<file path="src/pmc_pkg.sv">
package pmc_pkg;

    localparam int CLK_MHZ = 125;

    // Button deglitch time in microseconds and its cycle count.
    localparam int DEGLITCH_US     = 200;
    localparam int DEGLITCH_CYCLES = DEGLITCH_US * CLK_MHZ;

    // Long-press base unit of 4 s, counted in milliseconds by a prescaler.
    localparam int MS_CYCLES_DEF   = 125000;
    localparam int LONG_UNIT_MS    = 4000;

    // Charger restart period under current clamping.
    localparam int RESTART_MS      = 300;

    // Register offsets.
    localparam logic [7:0] OFS_SUPPLY  = 8'h20;
    localparam logic [7:0] OFS_CHARGE  = 8'h21;
    localparam logic [7:0] OFS_MODECFG = 8'h22;
    localparam logic [7:0] OFS_MODE0   = 8'h23;
    localparam logic [7:0] OFS_MODE1   = 8'h24;
    localparam logic [7:0] OFS_MODE2   = 8'h25;
    localparam logic [7:0] OFS_MODE3   = 8'h26;
    localparam logic [7:0] OFS_STATUS  = 8'h70;
    localparam logic [7:0] OFS_RSTMON  = 8'h71;

    // Source select codes and register reset values.
    localparam logic [1:0] SRC_GREATER = 2'h0;
    localparam logic [1:0] SRC_BATTERY = 2'h1;
    localparam logic [1:0] SRC_INPUT   = 2'h2;
    localparam logic [1:0] SRC_NONE    = 2'h3;
    localparam logic [7:0] SUPPLY_RST  = 8'h00;
    localparam logic [7:0] CHARGE_RST  = 8'h00;
    localparam logic [7:0] MODECFG_RST = 8'h00;
    localparam logic [7:0] MODE_RST    = 8'h00;

    // Mode register field positions: [3:0] rail enables, [4] button revert.
    localparam int MODE_REVERT_BIT = 4;

    // Charge voltage drop in the warm zone, in 20 mV steps of the target code.
    localparam logic [5:0] WARM_CV_DROP = 6'h07;

    typedef enum logic [2:0] {
        SEQ_STANDBY = 3'b000,
        SEQ_POWERUP = 3'b001,
        SEQ_ACTIVE  = 3'b010,
        SEQ_RAISE   = 3'b011,
        SEQ_LOWER   = 3'b100
    } pmc_seq_type;

    typedef struct packed {
        logic       cold;
        logic       cool;
        logic       warm;
        logic       hot;
    } pmc_temp_type;

    typedef struct packed {
        logic       chargeEnable;
        logic       halfCurrent;
        logic       timerPause;
        logic [5:0] cvTarget;
    } pmc_charge_type;

endpackage

</file>
<file path="src/pmc_mode_button_control.sv">
// Summary of operation
// - Source select: 00 greater, 01 battery, 10 input, 11 disconnect both.
// - Reset returns source select to greater-of-battery-or-input.
// - Analog supply below prewarn threshold raises an event.
// - Button deglitched 200 us; filtered fall in standby starts power-up.
// - Filtered fall ignored during power-up or power-down sequence.
// - Button low past long-press duration resets device and rails.
// - Per-mode revert bit decides whether button fall returns to mode 0.
// - Filtered button fall clears pin-mode-select enable at 22h.
// - Button level readable at bit 7 of register 0x71.
// - Temperature charge control only while thermistor monitor enabled.
// - Temperature classed by cold, cool, warm, hot comparators.
// - Hot or cold suspends charging and pauses safety timer.
// - Cold-cool halves charge current; cool-warm charges normally.
// - Warm-hot lowers charge voltage target by about 140 mV.
// - Four mode setting registers; start in mode 0.
// - Pin-select enable 0: host mode bits steer mode, pins ignored.
// - Pin-select enable 1: mode pins steer mode, host bits ignored.
// - Rails kept enabled change voltage at once on mode switch.
// - New rails enabled and at 90 % before old rails disabled.
// - Clamped: charger stops at rail equal battery, restarts 100 mV above.
// - Clamped stop-restart repeats every 300 ms.
// - Rail below battery enables battery supplement until load below limit.
// - Pins decode with mode pin 1 as upper bit.
//
// Our own choices: the placing of the registers and the plain strobed port.
module pmc_mode_button_control #(
    parameter int MS_CYCLES = pmc_pkg::MS_CYCLES_DEF
) (
    input  wire logic                   mclk,
    input  wire logic                   srst,
    input  wire logic [7:0]             regAddr,
    input  wire logic [7:0]             regWdata,
    input  wire logic                   regWrite,
    input  wire logic                   regRead,
    output logic [7:0]                  regRdata,
    input  wire logic                   buttonN,
    input  wire logic                   mode_pin_0,
    input  wire logic                   mode_pin_1,
    input  wire logic                   sequenceDone,
    input  wire logic [3:0]             railGood,
    input  wire logic                   supplyBelowPrewarn,
    input  wire pmc_pkg::pmc_temp_type  tempCmp,
    input  wire logic                   input_current_limit,
    input  wire logic                   railAtBattery,
    input  wire logic                   railAboveBattery,
    input  wire logic                   railBelowBattery,
    output logic [1:0]                  supply_source_select,
    output logic [1:0]                  supply_prewarn_threshold,
    output logic                        prewarnEvent,
    output logic                        powerUpStart,
    output logic                        chipReset,
    output logic [1:0]                  activeMode,
    output logic [3:0]                  railEnable,
    output logic                        voltageUpdate,
    output pmc_pkg::pmc_charge_type     chargeCtrl,
    output logic                        batterySupplement
);

    // Register state.
    logic [7:0] supplyReg, next_supplyReg;
    logic [7:0] chargeReg, next_chargeReg;
    logic [7:0] modeCfg, next_modeCfg;
    logic [7:0] modeReg [4];
    logic [7:0] next_modeReg [4];
    logic       prewarnFlag, next_prewarnFlag;

    // Button filter state.
    logic        btnLast, next_btnLast;
    logic        btnStable, next_btnStable;
    logic [15:0] dgCount, next_dgCount;
    logic        btnFall;

    // Long-press timing.
    logic [16:0] msPre, next_msPre;
    logic [13:0] pressMs, next_pressMs;
    logic [13:0] longLimit;

    // Sequencer.
    pmc_pkg::pmc_seq_type seqState, next_seqState;
    logic [1:0] curMode, next_curMode;
    logic [1:0] tgtMode, next_tgtMode;
    logic [3:0] railEn, next_railEn;
    logic       voltUpd, next_voltUpd;
    logic       upStart, next_upStart;
    logic       doReset, next_doReset;
    logic [1:0] requestMode;
    logic       pinSelect;

    // Charger clamping.
    logic        chgStopped, next_chgStopped;
    logic [8:0]  restartMs, next_restartMs;
    logic        supplement, next_supplement;
    pmc_pkg::pmc_charge_type next_chargeCtrl;
    logic [7:0]  next_regRdata;

    assign btnFall   = (dgCount == 16'(pmc_pkg::DEGLITCH_CYCLES - 1)) && !btnStable && btnLast;
    // The code plus one is kept three bits wide so that code 11 does not wrap to a zero limit.
    assign longLimit = 14'(pmc_pkg::LONG_UNIT_MS) * {11'h000, {1'b0, chargeReg[7:6]} + 3'h1};
    assign pinSelect = modeCfg[curMode];
    // Pin 1 is the upper bit of the pin-selected mode.
    assign requestMode = pinSelect ? {mode_pin_1, mode_pin_0} : modeCfg[5:4];

    always_comb begin
        next_supplyReg   = supplyReg;
        next_chargeReg   = chargeReg;
        next_modeCfg     = modeCfg;
        for (int i = 0; i < 4; i++) begin
            next_modeReg[i] = modeReg[i];
        end
        next_prewarnFlag = prewarnFlag || supplyBelowPrewarn;
        next_regRdata    = 8'h00;
        if (regWrite) begin
            case (regAddr)
                pmc_pkg::OFS_SUPPLY:  next_supplyReg = regWdata;
                pmc_pkg::OFS_CHARGE:  next_chargeReg = regWdata;
                pmc_pkg::OFS_MODECFG: next_modeCfg   = regWdata;
                pmc_pkg::OFS_MODE0:   next_modeReg[0] = regWdata;
                pmc_pkg::OFS_MODE1:   next_modeReg[1] = regWdata;
                pmc_pkg::OFS_MODE2:   next_modeReg[2] = regWdata;
                pmc_pkg::OFS_MODE3:   next_modeReg[3] = regWdata;
                // Writing a one clears the flag, but a new event in the same cycle wins.
                pmc_pkg::OFS_STATUS:  next_prewarnFlag = (prewarnFlag && !regWdata[0]) || supplyBelowPrewarn;
                default: begin
                end
            endcase
        end
        if (btnFall) begin
            next_modeCfg[3:0] = 4'h0;
        end
        if (regRead) begin
            case (regAddr)
                pmc_pkg::OFS_SUPPLY:  next_regRdata = supplyReg;
                pmc_pkg::OFS_CHARGE:  next_regRdata = chargeReg;
                pmc_pkg::OFS_MODECFG: next_regRdata = modeCfg;
                pmc_pkg::OFS_MODE0:   next_regRdata = modeReg[0];
                pmc_pkg::OFS_MODE1:   next_regRdata = modeReg[1];
                pmc_pkg::OFS_MODE2:   next_regRdata = modeReg[2];
                pmc_pkg::OFS_MODE3:   next_regRdata = modeReg[3];
                pmc_pkg::OFS_STATUS:  next_regRdata = {1'b0, seqState, curMode, chgStopped, prewarnFlag};
                pmc_pkg::OFS_RSTMON:  next_regRdata = {btnStable, 7'h00};
                default:              next_regRdata = 8'h00;
            endcase
        end
    end

    always_comb begin
        next_btnLast   = btnStable;
        next_btnStable = btnStable;
        next_dgCount   = dgCount;
        // Any change of the raw level restarts the count, so short glitches never pass.
        if (buttonN != btnStable) begin
            next_btnStable = buttonN;
            next_dgCount   = 16'h0000;
            next_btnLast   = btnLast;
        end else if (dgCount < 16'(pmc_pkg::DEGLITCH_CYCLES - 1)) begin
            next_dgCount = dgCount + 16'h0001;
            next_btnLast = btnLast;
        end
        next_msPre  = (msPre == 17'(MS_CYCLES - 1)) ? 17'h00000 : msPre + 17'h00001;
        next_pressMs = pressMs;
        next_doReset = 1'b0;
        if (btnStable || buttonN) begin
            next_pressMs = 14'h0000;
        end else if (msPre == 17'(MS_CYCLES - 1)) begin
            if (pressMs >= longLimit) begin
                next_doReset = 1'b1;
                next_pressMs = 14'h0000;
            end else begin
                next_pressMs = pressMs + 14'h0001;
            end
        end
    end

    always_comb begin
        next_seqState = seqState;
        next_curMode  = curMode;
        next_tgtMode  = tgtMode;
        next_railEn   = railEn;
        next_voltUpd  = 1'b0;
        next_upStart  = 1'b0;
        case (seqState)
            pmc_pkg::SEQ_STANDBY: begin
                if (btnFall) begin
                    next_upStart  = 1'b1;
                    next_seqState = pmc_pkg::SEQ_POWERUP;
                    next_railEn   = modeReg[0][3:0];
                    next_curMode  = 2'h0;
                end
            end
            pmc_pkg::SEQ_POWERUP: begin
                // Button edges during power-up are dropped here.
                if (sequenceDone) begin
                    next_seqState = pmc_pkg::SEQ_ACTIVE;
                end
            end
            pmc_pkg::SEQ_ACTIVE: begin
                if (btnFall && modeReg[curMode][pmc_pkg::MODE_REVERT_BIT] && curMode != 2'h0) begin
                    next_tgtMode = 2'h0;
                end else begin
                    next_tgtMode = requestMode;
                end
                if (next_tgtMode != curMode) begin
                    next_voltUpd  = 1'b1;
                    next_railEn   = railEn | modeReg[next_tgtMode][3:0];
                    next_seqState = pmc_pkg::SEQ_RAISE;
                end
            end
            pmc_pkg::SEQ_RAISE: begin
                if ((railGood & railEn) == railEn) begin
                    next_railEn   = modeReg[tgtMode][3:0];
                    next_seqState = pmc_pkg::SEQ_LOWER;
                end
            end
            pmc_pkg::SEQ_LOWER: begin
                next_curMode  = tgtMode;
                next_seqState = pmc_pkg::SEQ_ACTIVE;
            end
            default: next_seqState = pmc_pkg::SEQ_STANDBY;
        endcase
    end

    always_comb begin
        next_chgStopped = chgStopped;
        next_restartMs  = restartMs;
        next_supplement = supplement;
        if (input_current_limit && railAtBattery && !chgStopped) begin
            next_chgStopped = 1'b1;
            next_restartMs  = 9'h000;
        end else if (chgStopped) begin
            if (msPre == 17'(MS_CYCLES - 1) && restartMs < 9'(pmc_pkg::RESTART_MS - 1)) begin
                next_restartMs = restartMs + 9'h001;
            end
            if (railAboveBattery && restartMs >= 9'(pmc_pkg::RESTART_MS - 1)) begin
                next_chgStopped = 1'b0;
            end
        end
        if (input_current_limit && railBelowBattery) begin
            next_supplement = 1'b1;
        end else if (!input_current_limit) begin
            next_supplement = 1'b0;
        end
        next_chargeCtrl.chargeEnable = !next_chgStopped;
        next_chargeCtrl.halfCurrent  = 1'b0;
        next_chargeCtrl.timerPause   = 1'b0;
        next_chargeCtrl.cvTarget     = chargeReg[5:0];
        if (supplyReg[2]) begin
            if (tempCmp.hot || tempCmp.cold) begin
                next_chargeCtrl.chargeEnable = 1'b0;
                next_chargeCtrl.timerPause   = 1'b1;
            end else if (tempCmp.cool) begin
                next_chargeCtrl.halfCurrent = 1'b1;
            end else if (tempCmp.warm) begin
                next_chargeCtrl.cvTarget = (chargeReg[5:0] > pmc_pkg::WARM_CV_DROP) ?
                    chargeReg[5:0] - pmc_pkg::WARM_CV_DROP : 6'h00;
            end
        end
    end

    always_ff @(posedge mclk) begin
        if (srst || doReset) begin
            supplyReg   <= pmc_pkg::SUPPLY_RST;
            chargeReg   <= pmc_pkg::CHARGE_RST;
            modeCfg     <= pmc_pkg::MODECFG_RST;
            for (int i = 0; i < 4; i++) begin
                modeReg[i] <= pmc_pkg::MODE_RST;
            end
            prewarnFlag <= 1'b0;
            seqState    <= pmc_pkg::SEQ_STANDBY;
            curMode     <= 2'h0;
            tgtMode     <= 2'h0;
            railEn      <= 4'h0;
            voltUpd     <= 1'b0;
            upStart     <= 1'b0;
            chgStopped  <= 1'b0;
            restartMs   <= 9'h000;
            supplement  <= 1'b0;
            chargeCtrl  <= '0;
        end else begin
            supplyReg   <= next_supplyReg;
            chargeReg   <= next_chargeReg;
            modeCfg     <= next_modeCfg;
            for (int i = 0; i < 4; i++) begin
                modeReg[i] <= next_modeReg[i];
            end
            prewarnFlag <= next_prewarnFlag;
            seqState    <= next_seqState;
            curMode     <= next_curMode;
            tgtMode     <= next_tgtMode;
            railEn      <= next_railEn;
            voltUpd     <= next_voltUpd;
            upStart     <= next_upStart;
            chgStopped  <= next_chgStopped;
            restartMs   <= next_restartMs;
            supplement  <= next_supplement;
            chargeCtrl  <= next_chargeCtrl;
        end
    end

    always_ff @(posedge mclk) begin
        if (srst) begin
            btnLast   <= 1'b1;
            btnStable <= 1'b1;
            dgCount   <= 16'h0000;
            msPre     <= 17'h00000;
            pressMs   <= 14'h0000;
            doReset   <= 1'b0;
            regRdata  <= 8'h00;
            chipReset <= 1'b0;
        end else begin
            btnLast   <= next_btnLast;
            btnStable <= next_btnStable;
            dgCount   <= next_dgCount;
            msPre     <= next_msPre;
            pressMs   <= next_pressMs;
            doReset   <= next_doReset;
            regRdata  <= next_regRdata;
            chipReset <= next_doReset;
        end
    end

    always_ff @(posedge mclk) begin
        if (srst) begin
            supply_source_select     <= pmc_pkg::SRC_GREATER;
            supply_prewarn_threshold <= 2'h0;
            prewarnEvent             <= 1'b0;
            powerUpStart             <= 1'b0;
            activeMode               <= 2'h0;
            railEnable               <= 4'h0;
            voltageUpdate            <= 1'b0;
            batterySupplement        <= 1'b0;
        end else begin
            supply_source_select     <= supplyReg[1:0];
            supply_prewarn_threshold <= supplyReg[5:4];
            prewarnEvent             <= prewarnFlag;
            powerUpStart             <= upStart;
            activeMode               <= curMode;
            railEnable               <= railEn;
            voltageUpdate            <= voltUpd;
            batterySupplement        <= supplement;
        end
    end

endmodule

</file>
<file path="config.mk">
export PLATFORM = sky130hd
export DESIGN_NAME = pmc_mode_button_control
export DESIGN_NICKNAME = d
export VERILOG_FILES = /design/src/pmc_pkg.sv /design/src/pmc_mode_button_control.sv
export SDC_FILE = /design/constraint.sdc
export NUM_CORES = 1
export LEC_CHECK = 0
export ABC_AREA = 1
export BUFFER_PORTS_ARGS = -buffer_cell sky130_fd_sc_hd__buf_2
export CORE_ASPECT_RATIO = 1.5
export CORE_MARGIN = 1.5
export CORE_UTILIZATION = 64
export CTS_CLUSTER_DIAMETER = 60
export CTS_CLUSTER_SIZE = 20
export DETAILED_ROUTE_END_ITERATION = 10
export PLACE_DENSITY = 0.85
export SETUP_SLACK_MARGIN = 0.1
export SYNTH_ARGS = -nofsm -noshare
export SYNTH_HDL_FRONTEND = slang
export SYNTH_SLANG_ARGS = --single-unit
</file>
<file path="constraint.sdc">
create_clock -name mclk -period 8.1 [get_ports mclk]
set_clock_uncertainty 0.1 [all_clocks]
set_input_delay 0.81 -clock mclk [delete_from_list [all_inputs] [get_ports mclk]]
set_output_delay 0.81 -clock mclk [all_outputs]
set_load 0.05 [all_outputs]
</file>
==> results of run 1 <==
-- cell usage in the layout (no fill, tap or decap), types with 4 or more instances in the layout --
cell type,netlist,layout
nand3_1,57,57
ha_1,21,21
inv_2,12,12
o21ai_0,85,85
nand2_4,5,5
nand3b_1,5,5
nor2_1,127,126
a211oi_1,12,12
nand3_4,5,5
a221oi_1,4,4
a21oi_1,117,117
nor3b_1,5,5
dfxtp_1,166,166
o22ai_1,21,21
xor2_1,15,15
clkbuf_16,0,17
buf_2,7,68
nor3_1,24,24
nor2_2,12,12
a31oi_1,5,5
nor4_1,9,9
nand2_1,158,158
inv_1,154,154
nand2_2,6,6
clkinv_4,0,4
o21a_1,5,5
nand4_1,16,16
-- path summary, 6_finish.rpt --
kind                                   start                 to  slack, ns  cells past startpoint
worst min register to register    supplement  batterySupplement       0.33                      2
worst min-delay path              supplement  batterySupplement       0.33                      2
worst max register to register  chargeReg[6]         pressMs[5]       4.39                     15
worst max-delay path            chargeReg[6]         pressMs[5]       4.39                     15
-- layout make-up --
type	instances	area (µm²)	share of cell area, %
sequential	166	3323	36.66
tap	156	195.2	2.154
clock inverter	13	123.9	1.367
multi-input combinational	744	4008	44.22
timing repair buffer	68	340.3	3.755
clock buffer	19	442.9	4.887
inverter	168	630.6	6.957
-- power groups by stage --
stage / Sequential [W] / Clock (W) / Combinational (W)
finish: 0.000836 / 0.000781 / 0.000106
global route: 0.000836 / 0.000819 / 0.000119
CTS: 0.000836 / 0.000781 / 0.000106
detailed placement: 0.000854 / 0 / 0.000105
global placement: 0.000854 / 0 / 0.000103
floorplan: 0.000861 / 0 / 0.0000649
-- worst register-to-register path, stage by stage, from the launching register on --
cell	delay, ns
dfxtp_1	0.44
inv_1	0.18
ha_1	0.36
xor2_1	0.16
ha_1	0.25
fa_1	0.49
inv_1	0.04
ha_1	0.30
nand2_1	0.11
nor2_1	0.06
nand3b_1	0.09
nand4_1	0.12
a31oi_2	0.39
or2_1	0.19
nand3_1	0.22
nor2_1	0.17
-- cell usage after synthesis, drive strengths merged (4+ instances only) --
cell type | n | area, µm²
a211oi | 12 | 90.09
a21oi | 118 | 601.8
a221oi | 4 | 35.03
a31oi | 6 | 43.79
buf | 9 | 50.04
clkbuf | 11 | 41.29
dfxtp | 166 | 3323
ha | 21 | 262.8
inv | 166 | 623.1
nand2 | 170 | 706.9
nand3 | 64 | 392.9
nand3b | 6 | 48.80
nand4 | 17 | 112.6
nor2 | 140 | 563.0
nor3 | 27 | 150.2
nor3b | 5 | 37.54
nor4 | 11 | 81.32
o21a | 5 | 37.54
o21ai | 88 | 440.4
o22ai | 21 | 131.4
xor2 | 15 | 131.4
-- state kept, by name, summed over array words and instances, names as in the netlist, 2 cells and up, named ones only --
name                      cells
tgtMode                       2
seqState                      3
modeReg                      32
curMode                       2
activeMode                    2
chargeCtrl                    9
pressMs                      14
supplyReg                     8
supply_source_select          2
railEn                        4
restartMs                     9
supply_prewarn_threshold      2
railEnable                    4
modeCfg                       8
regRdata                      8
chargeReg                     8
dgCount                      16
msPre                        17
-- logic make-up (layout without fill, tap and decap cells) --
group / after synthesis / after routing / synth area share [%]
buffers and inverters: 188 / 268 / 8.973
and+or+nand+nor: 444 / 444 / 26.33
adders and majority gates: 23 / 23 / 3.764
xor gates and xnor gates: 15 / 15 / 1.633
DFF: 166 / 166 / 41.31
AOI/OAI and AO/OA: 262 / 262 / 17.99
-- metrics by stage --
| stage | setup slack (ns) | std cells | hold slack [ns] |
|---|---|---|---|
| after floorplan | 4.886 | 1098 | 0.2883 |
| after global placement | 4.212 | 1302 | 0.3097 |
| after detailed placement | 4.104 | 1302 | 0.3223 |
| after CTS | 4.389 | 1334 | 0.3324 |
| after global routing | 4.131 | 1334 | 0.3667 |
| final | 4.392 | 1334 | 0.3281 |
-- metal layers --
metal,GRT usage [%],share of wire [%]
met2,57.89,52
met3,5.972,4.7
met5,0,0
met4,17.83,5.4
met1,32.95,38
==> impl_metrics.ini, run 1 <==
[route]
drtIter0Drc = 547
viasPerCell = 5.712
drc = 0
postRouteAntennaNets = 0
routed_wl_um = 20360
vias = 7620
drtPass1Iterations = 5
wl_per_cell_um = 15.26

[timing]
slew_headroom_pct = 27.65
fin_crit_sh_pct = 45.78
setup_viol = 0
tightest_slew_ns = 1.083
fin_crit_ns = 3.708
fin_setup_tns_ns = 0
rsz0062_at_grt = false
finalHoldViolCount = 0
fmax_ghz = 0.2697
slew_viol_final = 0

[place]
place_hpwl_um = 15100
place_area_mm2 = 0.008497
place.gp.congestion = 0.9557
io_buffers = 68

[clock_network]
root_buffer = clkbuf_16
clk_pin_slew_ns = 0.06
clockBufferDepth = 2
tritoncts = done
numCtsBuffers = 17
ctsHoldBuffers = 0
post-cts-setup-buffers = 0
clkSinkCount = 166
cts.htree.levels = 4
post_cts_resized = 0
clock_latency_ns = 0.43

[power]
power_w = 0.001722
p_sw_w = 0.0004281
clkPwrFrac_pct = 45.3
comb_power_share_pct = 6.2
ir_drop_mv = 0.1294
p_seq_share_pct = 48.5
p_leak_nw = 3.589
intPower_w = 0.001294
powerDensity_mw_per_mm2 = 190.0
switching_share_pct = 24.85

[yosys]
ys.flop_type = dfxtp_1
ys_seq_elements = 166
syn_area_mm2 = 0.008045
synth_area_per_cell_um2 = 7.327
synth.net_count = 1158
ys_types = 49
yosys_warnings = 0
ys_seq_area_share_pct = 41.31
syn_inst = 1098
ys_async_sr_fraction_pct = 0
synth_edf_count = 0

[final_layout]
antenna_cells = 0
syn2layout_area_growth_pct = 12.66
fillers = 995
fin_nets = 1225
drive_gt1_share_pct = 13.16
fin_area_mm2 = 0.009064
final_util_pct = 73.17

[die]
io_pins = 69
row_count = 50
dieWidth_um = 94.55
fp.dieH_um = 140.3
dieArea_mm2 = 0.01327
start_util_pct = 64.95
core_area_mm2 = 0.01239

[critical_path]
max_stage_delay_ns = 0.49
cp-start-kind = flip-flop
crit_slowest_cell = fa_1
critPathMaxFanout = 8
crit_family = adder cells
path_buf_inv = 2
cp_common_cell = ha_1
setup.worst_path.class = reg -> reg
cp-end-kind = flip-flop
worstPathArrival_ns = 3.97
timing.critical_path.cells = inv_1 > ha_1 > xor2_1 > ha_1 > fa_1 > inv_1 > ha_1 > nand2_1 > nor2_1 > nand3b_1 > nand4_1 > a31oi_2 > or2_1 > nand3_1 > nor2_1
worstPathRequired_ns = 8.36

[hold_path]
hold_path.class = reg -> reg

[outcome]
status = complete, no violations

[global_route]
track_usage_pct = 31.68
overflow = 0
grt_pass1_wl_um = 32950
grt_pass1_vias = 7244
grt_max_degree = 58
antenna_found_initial = 0

[flow_run]
max_cap_viol_count = 0
Power figures use the tool's default switching activity.
==> run 2: changes to the inputs <==
CORE_UTILIZATION = 54   (was 64)
PLACE_DENSITY = 0.76   (was 0.85)
clock period = 3 ns   (was 8.1 ns; I/O delays follow)
==> run 2 against run 1 <==
Net effect:
- highest routed layer unchanged
- clock power grew to 2.8 times the previous value
- total power rose to 2.8 times the previous value
- cell count grew 3.9%
- register-to-register slack worse by 4.3 ns
- final area increased by 3.0%
- sequential share of layout area shrank 1.0 points
- sequential cell count stayed put
- utilization decreased by 8.9 points
- combinational power increased to 2.8 times the previous value
==> impl_metrics.ini, run 2 (synthesis results as in run 1) <==
[clock_network]
clkSinkCount = 166
clk_pin_slew_ns = 0.07
numCtsBuffers = 17
root_buffer = clkbuf_16
clockBufferDepth = 2
tritoncts = done
cts.htree.levels = 4
clock_latency_ns = 0.43

[critical_path]
timing.critical_path.cells = inv_4 > ha_4 > xor2_1 > ha_2 > fa_1 > inv_2 > ha_4 > nand2_2 > nor2_1 > nand3b_1 > nand4_1 > a31oi_4 > or2_4 > nand3_4 > nor2_1
path_buf_inv = 2
crit_slowest_cell = fa_1
max_stage_delay_ns = 0.50
critPathMaxFanout = 7
worstPathRequired_ns = 3.23
worstPathArrival_ns = 3.12
cp-end-kind = flip-flop
setup.worst_path.class = reg -> reg
crit_family = adder cells
cp-start-kind = flip-flop

[final_layout]
reg_top3 = modeReg: 32 flops, msPre: 17 flops, dgCount: 16 flops
largest_register_ffs = 32
final_common_cell = dfxtp_1
fin_nets = 1237
top_register = modeReg
antenna_cells = 0
drive_gt1_share_pct = 15.46
fillers = 1298
final_util_pct = 64.26
syn2layout_area_growth_pct = 16.02
most-common-layout-cells = dfxtp_1 (164), nand2_1 (157), inv_1 (152)

[timing]
finalHoldViolCount = 0
rsz0062_at_grt = true
tightest_slew_ns = 0.5368
fmax_ghz = 0.3464
fin_crit_ns = 2.886
slew_viol_final = 0
fin_crit_sh_pct = 96.21
fin_setup_tns_ns = 0
slew_headroom_pct = 63.84
setup_viol = 0

[power]
p_leak_nw = 3.650
ir_drop_mv = 0.3053
powerDensity_mw_per_mm2 = 509.5

[flow_run]
max_cap_viol_count = 0

[route]
wl_per_cell_um = 15.01
routed_wl_um = 20810
viasPerCell = 5.439
vias = 7539
drtIter0Drc = 409
drc = 0
drtPass1Iterations = 5
postRouteAntennaNets = 0

[global_route]
overflow = 0
grt_max_degree = 57
grt_pass1_wl_um = 33780
antenna_found_initial = 0
track_usage_pct = 27.59
grt_pass1_vias = 7436

[die]
core_area_mm2 = 0.01453
start_util_pct = 55.38
fp.dieH_um = 152.5
dieArea_mm2 = 0.01565
dieWidth_um = 102.7
row_count = 54
io_pins = 69

[place]
place.gp.congestion = 0.9173
io_buffers = 68
place_hpwl_um = 15460

[outcome]
status = complete, no violations

[hold_path]
hold_path.class = in -> reg
-- run 2: area by class of cell --
cell class	count	area (µm²)	share of cell area, %
well taps	196	245.2	2.627
repair buffers	80	442.9	4.745
multi-input cells	744	4090	43.82
clock buffers	17	425.4	4.558
clock inverters	15	168.9	1.810
flip-flops and latches	166	3328	35.66
inverters	168	633.1	6.783
-- run 2: metal layers --
metal	GRT usage, %	vias to the layer above	share of wire, %
met2	50.11	219	53
li1	-	3811	-
met1	28.22	3428	38
met5	0	-	0
met3	5.183	81	4.3
met4	16.83	0	5.2
-- run 2: final timing paths --
check             depth (start not counted)    startpoint  slack [ns]       endpoint
hold reg to reg                           2       voltUpd        0.31  voltageUpdate
setup / recovery                         15  chargeReg[6]        0.11     pressMs[7]
hold / removal                            3    tempCmp[2]        0.02  chargeCtrl[7]
setup reg to reg                         15  chargeReg[6]        0.11     pressMs[7]
-- run 2: report_power, final --
group | internal (W) | leakage, nW | total, W | switching (W)
combinational | 0.0000923 | 2.04 | 0.000298 | 0.000205
sequential | 0.00224 | 1.34 | 0.00226 | 0.0000193
clock | 0.00124 | 0.271 | 0.00220 | 0.000961
-- run 2: worst register-to-register path, cell delays in order (launching register included) --
cell,delay (ns)
dfxtp_4,0.36
inv_4,0.04
ha_4,0.24
xor2_1,0.17
ha_2,0.20
fa_1,0.50
inv_2,0.05
ha_4,0.27
nand2_2,0.06
nor2_1,0.10
nand3b_1,0.07
nand4_1,0.14
a31oi_4,0.05
or2_4,0.27
nand3_4,0.11
nor2_1,0.06
-- run 2: timing repair --
action,CTS,global route
pin swaps,6,5
endpoints found under the hold margin,2,0
resized for setup,8,9
hold buffers,2,0
endpoints found under the setup margin,14,14
buffers inserted,1,1
-- run 2: per-stage QoR --
step | total power [W] | worst slack [ns] | hold WS (ns) | cell area (µm²) | instances
3_5_place_dp | 0.002596 | 0.02526 | 0.3060 | 8642 | 1350
6_report | 0.004756 | 0.1136 | 0.01913 | 9334 | 1386
2_1_floorplan | 0.002499 | 0.1141 | 0.2883 | 8080 | 1098
4_1_cts | 0.004786 | 0.1025 | 0.006430 | 9294 | 1385
5_1_grt | 0.004915 | -0.01485 | 0.02608 | 9334 | 1386
3_3_place_gp | 0.002590 | 0.06334 | 0.2934 | 8642 | 1350
